[config.mk]
export PLATFORM = sky130hd
export DESIGN_NAME = acd_autoconfig
export DESIGN_NICKNAME = d
export VERILOG_FILES = /design/src/common/acd_pkg.sv /design/src/hw/acd_bus_reset_timer.sv /design/src/hw/acd_autoconfig.sv
export SDC_FILE = /design/constraint.sdc
export NUM_CORES = 1
export LEC_CHECK = 0
export BUFFER_PORTS_ARGS = -buffer_cell sky130_fd_sc_hd__buf_2
export CORE_ASPECT_RATIO = 0.8
export CORE_MARGIN = 4
export CORE_UTILIZATION = 53
export CTS_CLUSTER_DIAMETER = 120
export DETAILED_ROUTE_END_ITERATION = 8
export PLACE_DENSITY = 0.79
export SLEW_MARGIN = 25
export SYNTH_ARGS = -nofsm -noshare
export SYNTH_HDL_FRONTEND = slang
export SYNTH_HIERARCHICAL = 1
export SYNTH_SLANG_ARGS = --single-unit
[constraint.sdc]
create_clock -name clk_sys -period 2.2 [get_ports clk_sys]
set_clock_uncertainty 0.05 [all_clocks]
set_input_delay 0.22 -clock clk_sys [delete_from_list [all_inputs] [get_ports clk_sys]]
set_output_delay 0.22 -clock clk_sys [all_outputs]
set_load 0.005 [all_outputs]
[src/common/acd_pkg.sv]
/*
 Package for the accessory detect and auto-configuration block: ID codes,
 switch path encodings, timing counts and reset values.
 Assumes a single 40 MHz system clock.
*/
package acd_pkg;
	localparam int unsigned CLK_HZ = 40000000;
	localparam int unsigned BUS_RESET_MS = 30;
	localparam int unsigned BUS_RESET_CYC = CLK_HZ / 1000 * BUS_RESET_MS;

	localparam logic [4:0] ID_USB_OTG = 5'h00;
	localparam logic [4:0] ID_SEND_END = 5'h01;
	localparam logic [4:0] ID_KEY_LAST = 5'h0D;
	localparam logic [4:0] ID_RSV_FIRST = 5'h0E;
	localparam logic [4:0] ID_RSV_LAST = 5'h12;
	localparam logic [4:0] ID_AUDIO_T2 = 5'h13;
	localparam logic [4:0] ID_PHONE_PWR = 5'h14;
	localparam logic [4:0] ID_TTY_CONV = 5'h15;
	localparam logic [4:0] ID_UART = 5'h16;
	localparam logic [4:0] ID_CHG_T1 = 5'h17;
	localparam logic [4:0] ID_FAC_USB_OFF = 5'h18;
	localparam logic [4:0] ID_FAC_USB_ON = 5'h19;
	localparam logic [4:0] ID_AV_CABLE = 5'h1A;
	localparam logic [4:0] ID_CHG_T2 = 5'h1B;
	localparam logic [4:0] ID_FAC_UART_OFF = 5'h1C;
	localparam logic [4:0] ID_FAC_UART_ON = 5'h1D;
	localparam logic [4:0] ID_AUDIO_T1 = 5'h1E;
	localparam logic [4:0] ID_OPEN = 5'h1F;

	// Data-line path selections of the four-position mux.
	localparam logic [2:0] PATH_OPEN = 3'h0;
	localparam logic [2:0] PATH_USB = 3'h1;
	localparam logic [2:0] PATH_AUDIO = 3'h2;
	localparam logic [2:0] PATH_UART = 3'h3;
	localparam logic [2:0] PATH_VIDEO = 3'h4;
	localparam logic [2:0] PATH_MIC = 3'h5;

	// Accessory type codes reported to the host.
	localparam logic [3:0] TYPE_NONE = 4'h0;
	localparam logic [3:0] TYPE_KEY = 4'h1;
	localparam logic [3:0] TYPE_AUDIO = 4'h2;
	localparam logic [3:0] TYPE_CHARGER = 4'h3;
	localparam logic [3:0] TYPE_FACTORY = 4'h4;
	localparam logic [3:0] TYPE_UART = 4'h5;
	localparam logic [3:0] TYPE_USB = 4'h6;
	localparam logic [3:0] TYPE_AV = 4'h7;
	localparam logic [3:0] TYPE_OTHER = 4'h8;
	localparam logic [3:0] TYPE_UNSUP = 4'h9;
	localparam logic [3:0] TYPE_DED_CHG = 4'hA;

	localparam logic [4:0] ADC_RESET = 5'h1F;
endpackage : acd_pkg

[src/hw/acd_bus_reset_timer.sv]
/*
 Counts how long both two-wire-bus lines stay low and pulses once when the
 hold reaches the reset time.
 Assumes bus line levels are synchronous to clk_sys.
*/
`timescale 1ns/1ps
module acd_bus_reset_timer #(
	parameter int unsigned HOLD_CYC = acd_pkg::BUS_RESET_CYC
) (
	input  wire logic clk_sys,
	input  wire logic rst,
	input  wire logic sclIn,
	input  wire logic sdaIn,
	output logic      busResetPulse
);
	typedef struct packed {
		logic [31:0] cnt;
		logic        fired;
		logic        pulse;
	} acd_tmr_type;

	acd_tmr_type st_r;
	acd_tmr_type st_nxt;

	always_comb begin
		st_nxt = st_r;
		st_nxt.pulse = 1'b0;
		if (sclIn || sdaIn) begin
			st_nxt.cnt = 32'h0;
			st_nxt.fired = 1'b0;
		end else if (!st_r.fired) begin
			if (st_r.cnt >= HOLD_CYC - 1) begin
				st_nxt.fired = 1'b1;
				st_nxt.pulse = 1'b1;
			end else begin
				st_nxt.cnt = st_r.cnt + 32'h1;
			end
		end
	end

	always_ff @(posedge clk_sys) begin
		if (rst) begin
			st_r <= '0;
		end else begin
			st_r <= st_nxt;
		end
	end

	assign busResetPulse = st_r.pulse;
endmodule : acd_bus_reset_timer

[src/hw/acd_autoconfig.sv]
/*
 Accessory detect and auto-configuration core. Decodes the 5-bit ID code,
 drives the mux path, charger switch, boot, jig and charge-detect outputs,
 and handles power-up, supply-level and two-wire-bus resets.
 Assumes all inputs are synchronous to clk_sys and idCode is settled.
*/
// Operation
// - Code 11111 means open ID: USB cable, dedicated charger or detach.
// - Codes 00001..01101 report send-end and remote key presses.
// - Code 11110 and send-end-only audio report as audio type.
// - Charger codes reported to host only while bus supply valid.
// - Factory USB: host USB path, jig low, charger closed, boot per code.
// - Factory UART: UART path, jig low, charger open, boot per code.
// - Four-position mux with USB, audio, video and UART paths.
// - UART and A/V cable close charger only with valid supply.
// - Keep monitoring ID code for change in listed modes.
// - A/V cable: charge-detect Hi-Z, low when supply also valid.
// - Any charger: close switch, charge-detect low; dedicated leaves lines open.
// - Standard USB: host USB path and closed charger switch.
// - Power-up: defaults, all paths open, then standby.
// - Supply-level falling edge in active state resets to defaults, open paths, standby.
// - After supply high and mask clear, report standby activity.
// - Both bus lines low 30 ms forces full reset.
// - Standby monitors ID and moves to mode decoded on attach.
// - Write ID to ADC register, interrupt; wait starts after host read.
`timescale 1ns/1ps
module acd_autoconfig #(
	parameter int unsigned BUS_HOLD_CYC = acd_pkg::BUS_RESET_CYC,
	parameter int unsigned WAIT_CYC     = 16
) (
	input  wire logic       clk_sys,
	input  wire logic       rst,
	input  wire logic [4:0] idCode,
	input  wire logic       idValid,
	input  wire logic       busSupplyValid,
	input  wire logic       usbChargerSeen,
	input  wire logic       io_supply_level,
	input  wire logic       sclIn,
	input  wire logic       sdaIn,
	input  wire logic       intMask,
	input  wire logic       intReadAck,
	output logic [4:0]      adcCode,
	output logic [3:0]      accessoryType,
	output logic            keyPress,
	output logic            accessoryEvent,
	output logic [2:0]      four_position_mux,
	output logic            chargerSwitchClosed,
	output logic            jigOutLow,
	output logic            jigOutEn,
	output logic            bootLevel,
	output logic            charge_detect_out,
	output logic            chargeDetectEn,
	output logic            switchWaitDone,
	output logic            standbyState
);
	typedef enum logic [2:0] {
		ST_INIT    = 3'b001,
		ST_STANDBY = 3'b010,
		ST_ACTIVE  = 3'b100
	} acd_state_type;

	typedef struct packed {
		acd_state_type state;
		logic [4:0]    lastId;
		logic [4:0]    adc;
		logic [3:0]    accType;
		logic          key;
		logic          pending;
		logic          evt;
		logic          ioPrev;
		logic          waiting;
		logic [15:0]   waitCnt;
		logic          waitDone;
		logic [2:0]    mux;
		logic          chgSw;
		logic          jigEn;
		logic          boot;
		logic          cdEn;
		logic          timing;
		logic          stby;
	} acd_core_type;

	acd_core_type st_r;
	acd_core_type st_nxt;
	logic         busReset;

	// ----------------------------------------------------------------
	// Two-wire-bus reset detection
	// ----------------------------------------------------------------
	acd_bus_reset_timer #(
		.HOLD_CYC(BUS_HOLD_CYC)
	) u_bus_timer (
		.clk_sys      (clk_sys),
		.rst          (rst),
		.sclIn        (sclIn),
		.sdaIn        (sdaIn),
		.busResetPulse(busReset)
	);

	function automatic logic isCharger(input logic [4:0] c);
		return (c == acd_pkg::ID_CHG_T1) || (c == acd_pkg::ID_CHG_T2);
	endfunction : isCharger

	function automatic logic isFactory(input logic [4:0] c);
		return (c == acd_pkg::ID_FAC_USB_OFF) || (c == acd_pkg::ID_FAC_USB_ON) ||
			(c == acd_pkg::ID_FAC_UART_OFF) || (c == acd_pkg::ID_FAC_UART_ON);
	endfunction : isFactory

	// ----------------------------------------------------------------
	// Next-state logic
	// ----------------------------------------------------------------
	always_comb begin
		logic ioFall;
		logic newId;
		logic [4:0] c;
		ioFall = 1'b0;
		newId = 1'b0;
		c = idCode;
		st_nxt = st_r;
		st_nxt.ioPrev = io_supply_level;
		st_nxt.evt = 1'b0;
		ioFall = st_r.ioPrev && !io_supply_level;
		if (busReset || (ioFall && st_r.state == ST_ACTIVE)) begin
			st_nxt = '0;
			st_nxt.state = ST_INIT;
			st_nxt.adc = acd_pkg::ADC_RESET;
			st_nxt.lastId = acd_pkg::ID_OPEN;
			st_nxt.ioPrev = io_supply_level;
		end else begin
			unique case (st_r.state)
				ST_INIT: begin
					st_nxt.state = ST_STANDBY;
				end
				ST_STANDBY, ST_ACTIVE: begin
					// The ID keeps being watched in the standby and active states so changes are caught.
					newId = idValid && (c != st_r.lastId);
					if (newId) begin
						st_nxt.lastId = c;
						st_nxt.adc = c;
						st_nxt.pending = 1'b1;
						st_nxt.waiting = 1'b0;
						st_nxt.waitDone = 1'b0;
						st_nxt.timing = 1'b0;
						st_nxt.key = 1'b0;
						st_nxt.mux = acd_pkg::PATH_OPEN;
						st_nxt.chgSw = 1'b0;
						st_nxt.jigEn = 1'b0;
						st_nxt.boot = 1'b0;
						st_nxt.cdEn = 1'b0;
						st_nxt.accType = acd_pkg::TYPE_OTHER;
						st_nxt.state = ST_ACTIVE;
						if (c == acd_pkg::ID_OPEN) begin
							// Open ID covers plain USB, dedicated charger or detach.
							if (usbChargerSeen && busSupplyValid) begin
								st_nxt.accType = acd_pkg::TYPE_DED_CHG;
								st_nxt.chgSw = 1'b1;
								st_nxt.cdEn = 1'b1;
							end else if (busSupplyValid) begin
								st_nxt.accType = acd_pkg::TYPE_USB;
								st_nxt.mux = acd_pkg::PATH_USB;
								st_nxt.chgSw = 1'b1;
							end else begin
								st_nxt.accType = acd_pkg::TYPE_NONE;
								st_nxt.pending = 1'b0;
								st_nxt.state = ST_STANDBY;
							end
						end else if (c == acd_pkg::ID_USB_OTG) begin
							st_nxt.accType = acd_pkg::TYPE_USB;
							st_nxt.mux = acd_pkg::PATH_USB;
						end else if (c >= acd_pkg::ID_SEND_END && c <= acd_pkg::ID_KEY_LAST) begin
							st_nxt.accType = acd_pkg::TYPE_KEY;
							st_nxt.key = 1'b1;
							st_nxt.mux = acd_pkg::PATH_AUDIO;
						end else if (c >= acd_pkg::ID_RSV_FIRST && c <= acd_pkg::ID_RSV_LAST) begin
							st_nxt.accType = acd_pkg::TYPE_UNSUP;
						end else if (isCharger(c)) begin
							st_nxt.pending = busSupplyValid;
							st_nxt.accType = busSupplyValid ? acd_pkg::TYPE_CHARGER
								: acd_pkg::TYPE_NONE;
							st_nxt.chgSw = busSupplyValid;
							st_nxt.cdEn = busSupplyValid;
						end else if (isFactory(c)) begin
							st_nxt.accType = acd_pkg::TYPE_FACTORY;
							st_nxt.jigEn = 1'b1;
							st_nxt.boot = (c == acd_pkg::ID_FAC_USB_ON) ||
								(c == acd_pkg::ID_FAC_UART_ON);
							if (c == acd_pkg::ID_FAC_USB_OFF || c == acd_pkg::ID_FAC_USB_ON) begin
								st_nxt.mux = acd_pkg::PATH_USB;
								st_nxt.chgSw = 1'b1;
							end else begin
								st_nxt.mux = acd_pkg::PATH_UART;
							end
						end else begin
							unique case (c)
								acd_pkg::ID_AUDIO_T1: begin
									st_nxt.accType = acd_pkg::TYPE_AUDIO;
									st_nxt.mux = acd_pkg::PATH_AUDIO;
								end
								acd_pkg::ID_AUDIO_T2: begin
									st_nxt.accType = acd_pkg::TYPE_AUDIO;
									st_nxt.mux = acd_pkg::PATH_UART;
									st_nxt.chgSw = 1'b1;
								end
								acd_pkg::ID_PHONE_PWR: begin
									st_nxt.mux = acd_pkg::PATH_AUDIO;
									st_nxt.chgSw = 1'b1;
								end
								acd_pkg::ID_TTY_CONV: begin
									st_nxt.mux = acd_pkg::PATH_MIC;
								end
								acd_pkg::ID_UART: begin
									st_nxt.accType = acd_pkg::TYPE_UART;
									st_nxt.mux = acd_pkg::PATH_UART;
									st_nxt.chgSw = busSupplyValid;
								end
								acd_pkg::ID_AV_CABLE: begin
									st_nxt.accType = acd_pkg::TYPE_AV;
									st_nxt.mux = acd_pkg::PATH_VIDEO;
									st_nxt.chgSw = busSupplyValid;
									st_nxt.cdEn = busSupplyValid;
								end
								default: begin
									st_nxt.accType = acd_pkg::TYPE_UNSUP;
								end
							endcase
						end
					end else if (st_r.state == ST_ACTIVE) begin
						// UART and A/V cable outputs follow the supply while attached.
						if (st_r.lastId == acd_pkg::ID_UART || st_r.lastId == acd_pkg::ID_AV_CABLE) begin
							st_nxt.chgSw = busSupplyValid;
						end
						if (st_r.lastId == acd_pkg::ID_AV_CABLE) begin
							st_nxt.cdEn = busSupplyValid;
						end
					end
					// The wait runs only after the host has read the report, and a new
					// code abandons the wait of the old one.
					if (st_r.waiting && intReadAck && !newId) begin
						st_nxt.waitCnt = 16'h0;
						st_nxt.waiting = 1'b0;
						st_nxt.timing = 1'b1;
					end else if (st_r.timing && !newId) begin
						if (st_r.waitCnt >= WAIT_CYC[15:0] - 16'h1) begin
							st_nxt.waitDone = 1'b1;
							st_nxt.timing = 1'b0;
						end else begin
							st_nxt.waitCnt = st_r.waitCnt + 16'h1;
						end
					end
					// Report is held until supply is up and the mask is clear.
					// Placed after the read handling so that a new report wins.
					if (st_nxt.pending && io_supply_level && !intMask) begin
						st_nxt.evt = 1'b1;
						st_nxt.pending = 1'b0;
						st_nxt.waiting = 1'b1;
					end
				end
				default: begin
					st_nxt.state = ST_INIT;
				end
			endcase
		end
		st_nxt.stby = (st_nxt.state != ST_ACTIVE);
	end

	always_ff @(posedge clk_sys) begin
		if (rst) begin
			st_r <= '0;
			st_r.stby <= 1'b1;
			st_r.state <= ST_INIT;
			st_r.adc <= acd_pkg::ADC_RESET;
			st_r.lastId <= acd_pkg::ID_OPEN;
		end else begin
			st_r <= st_nxt;
		end
	end

	// ----------------------------------------------------------------
	// Outputs
	// ----------------------------------------------------------------
	assign adcCode = st_r.adc;
	assign accessoryType = st_r.accType;
	assign keyPress = st_r.key;
	assign accessoryEvent = st_r.evt;
	assign four_position_mux = st_r.mux;
	assign chargerSwitchClosed = st_r.chgSw;
	assign jigOutLow = 1'b0;
	assign jigOutEn = st_r.jigEn;
	assign bootLevel = st_r.boot;
	assign charge_detect_out = 1'b0;
	assign chargeDetectEn = st_r.cdEn;
	assign switchWaitDone = st_r.waitDone;
	assign standbyState = st_r.stby;
endmodule : acd_autoconfig

==> qor.txt <==
Final period util = 94.4%
Worst VDD drop = 0.332 mV
FP Rows = 27
Later-pin clock latency in the skew report = 0.36 ns
Largest family of logic cells by synthesized area = simple AND/OR/NAND/NOR gates
Worst path cell trace = ha_1, and4_1, and2_1, o2111ai_2, or4_1, a21oi_1
Post-synthesis xor/xnor area fraction = 1.58%
CTS tree = done
Ant diodes = 0
Final Util = 60.8%
Max Buffers Root-to-Sink = 2
Crit path DAT = 2.32 ns
Critical-path top delay cell = or4_1
Start point of the critical path = u_bus_timer/st_r[2]$_SDFFE_PP0P_
Worst path required time = 2.44 ns
Commonest non-fill, non-tap cell in the layout = dfxtp_1
Syn_area_per_cell = 8.55 µm²
Critical path fanouts, max = 5
Total die area = 8790 µm²
Placed instance area = 4030 µm²
Total gr overflow = 0
Die W = 104 µm
Layout cells sized above 1 = 17.4%
Die H = 84.7 µm
Status = complete, no violations
Library cells used by synthesis = 69
Slew of the pin with the lowest slew margin = 0.681 ns
Routed vias = 3,385
Multiplexer share of the synthesized area = 2.06%
Fin Setup TNS = 0 ns
Post-synth EDFFs = 0
CP Class = reg -> reg
H-tree Lvls = 3
Total power = 2820 µW
YS warnings = 6
Initial antenna violation count = 0
Vias in the first global route = 3,106
Unrepaired setup endpoints after global routing = false
Syn-to-layout area delta = 9.23%
Design area = 4250 µm²
Syn Inst Count = 455
Final Hold Viols = 0
DR pass1 iterations = 4
Delay-heaviest family, CP = simple AND/OR/NAND/NOR gates
Core area = 6990 µm²
Post-synth ARST share = 0%
Worst Setup End Kind = flip-flop
Largest net degree at the start of global routing = 29
Most frequent cells in the layout = dfxtp_1 (77), nand2_1 (38), buf_2 (34)
Clock sink total = 77
Root buffer cell = clkbuf_8
Initial core utilization = 55.7%
Synthesis-stage register bit count = 77
Clock Pin Slew Worst Setup and Hold Paths = 0.09 ns
Final-layout fill cell count = 614
Post-synthesis simple-gate area fraction = 31.5%
Crit path time final = 2.08 ns
Drc violations = 0
P per Cell Area = 664 nW/µm²
Post-DP HPWL = 6.04 mm
Upper clock frequency limit = 0.481 GHz
Final GP Congestion = 0.880
Drt via density = 5.99
Max-slew headroom = 54.4%
First-pass GRT wire length = 14.5 mm
Tot GR Track Use = 19.6%
Buf/Inv on CP = 0
Post-Synth Adder-Cell Area = 0.643%
Seq/Total Area, Yosys = 39.6%
Leakage = 0.00157 µW
Setup violators final = 0
Post-synthesis cell area = 3890 µm²
CP Launch Type = flip-flop
Input/output buffers = 34
Hold Path Class = in -> reg
Final max-slew violation count = 0
Post-DRT Antenna Nets = 0
DR iter-0 viols = 229
R2R Path Start = u_bus_timer/st_r[2]$_SDFFE_PP0P_
Routed len/inst = 15.4 µm
Synth Area in Compound Gates = 17.9%
Max Cap Viol = 0
WL final = 8.72 mm
Hold_sp = rst
Synth Flop Type = dfxtp_1
I/O Pins = 37
Worst path max stage delay = 0.43 ns
Final #Nets = 490
CTS buffer count = 9
-- flip-flops by register name, summed over array words and instances (netlist names) --
signal	count
accessoryEvent	1
accessoryType	4
bootLevel	1
chargeDetectEn	1
chargerSwitchClosed	1
four_position_mux	3
jigOutEn	1
keyPress	1
st_r	28
standbyState	1
switchWaitDone	1
u_bus_timer/busResetPulse	1
u_bus_timer/st_r	33
-- layout make-up --
type	count	area (µm²)	area share (%)
well taps	87	109	2.56
repair buffers	43	238	5.59
clock inverters	7	81.3	1.91
multi-input cells	332	2120	49.9
clock buffers	9	124	2.91
flip-flops and latches	77	1540	36.3
inverters	10	37.5	0.883
-- layer usage --
metal | global-route usage (%) | share of wire (%)
met1 | 28.3 | 49
met2 | 28.1 | 43
met3 | 6.92 | 7.6
met4 | 4.35 | 0.89
met5 | 0 | 0
-- cell usage after synthesis (all sizes together) (2+ instances only) --
| master | instances | area (µm²) |
|---|---|---|
| dfxtp | 77 | 1540 |
| nand2 | 38 | 143 |
| a21oi | 33 | 169 |
| buf | 29 | 191 |
| and2 | 27 | 169 |
| nor2 | 25 | 109 |
| nand3 | 19 | 100 |
| o21ai | 16 | 87.6 |
| nor3 | 15 | 85.1 |
| nand4 | 14 | 87.6 |
| nand2b | 13 | 81.3 |
| inv | 10 | 37.5 |
| nor4 | 10 | 68.8 |
| o31ai | 10 | 75.1 |
| or4 | 10 | 75.1 |
| clkbuf | 8 | 30.0 |
| mux2i | 8 | 80.1 |
| a31oi | 7 | 58.8 |
| and3 | 7 | 45.1 |
| or2 | 7 | 43.8 |
| o211ai | 6 | 45.0 |
| or3 | 6 | 37.5 |
| a211oi | 5 | 37.5 |
| xnor2 | 5 | 43.8 |
| and4 | 4 | 35.0 |
| nor2b | 4 | 25.0 |
| nor3b | 4 | 40.0 |
| o21a | 4 | 30.0 |
| a21boi | 3 | 37.5 |
| nand3b | 3 | 22.5 |
| a211o | 2 | 17.5 |
| ha | 2 | 25.0 |
| o2111ai | 2 | 23.8 |
| or4b | 2 | 20.0 |
| xor2 | 2 | 17.5 |
-- worst reg2reg max path, cell delays in order (launching register included) --
cell and delay, ns:
dfxtp_1 0.38, ha_1 0.23, and4_1 0.29, and2_1 0.28
o2111ai_2 0.21, or4_1 0.43, a21oi_1 0.14
-- repair_timing --
item	in CTS	in global routing
endpoints found under the setup margin	0	11
gates resized for setup	0	3
hold buffers	0	0
setup buffers	0	0
-- worst paths after layout --
path,to,slack (ns),cells past startpoint
max reg2reg,u_bus_timer/st_r[20]$_SDFFE_PP0P_,0.12,6
min reg2reg,bootLevel$_SDFFE_PP0P_,0.40,2
min,st_r[27]$_SDFF_PP0_,0.03,2
max,u_bus_timer/st_r[20]$_SDFFE_PP0P_,0.12,6
-- per-stage QoR --
stage / setup WS [ns] / hold slack [ns] / std cells
2_1_floorplan: 0.326 / 0.242 / 456
3_3_place_gp: 0.151 / 0.386 / 549
3_5_place_dp: 0.0860 / 0.391 / 549
4_1_cts: 0.0763 / 0.0271 / 565
5_1_grt: 0.0187 / 0.0324 / 565
6_report: 0.123 / 0.0333 / 565
-- report_power, final --
group | leakage [µW] | internal [µW] | total, µW | switching (µW)
clock network | 0.0000944 | 539 | 1130 | 586
registers | 0.000622 | 1420 | 1440 | 26.2
logic | 0.000857 | 97.7 | 253 | 155
total | 0.00157 | 2050 | 2820 | 768
-- cells by family after synthesis --
logic type	after synthesis
xor gates and xnor gates	7
buffers and inverters	47
other	1
muxes	8
DFF	77
adders and majority gates	2
and+or+nand+nor	212
AOI/OAI and AO/OA	101
Note: power is estimated with default switching activity, not from simulation.
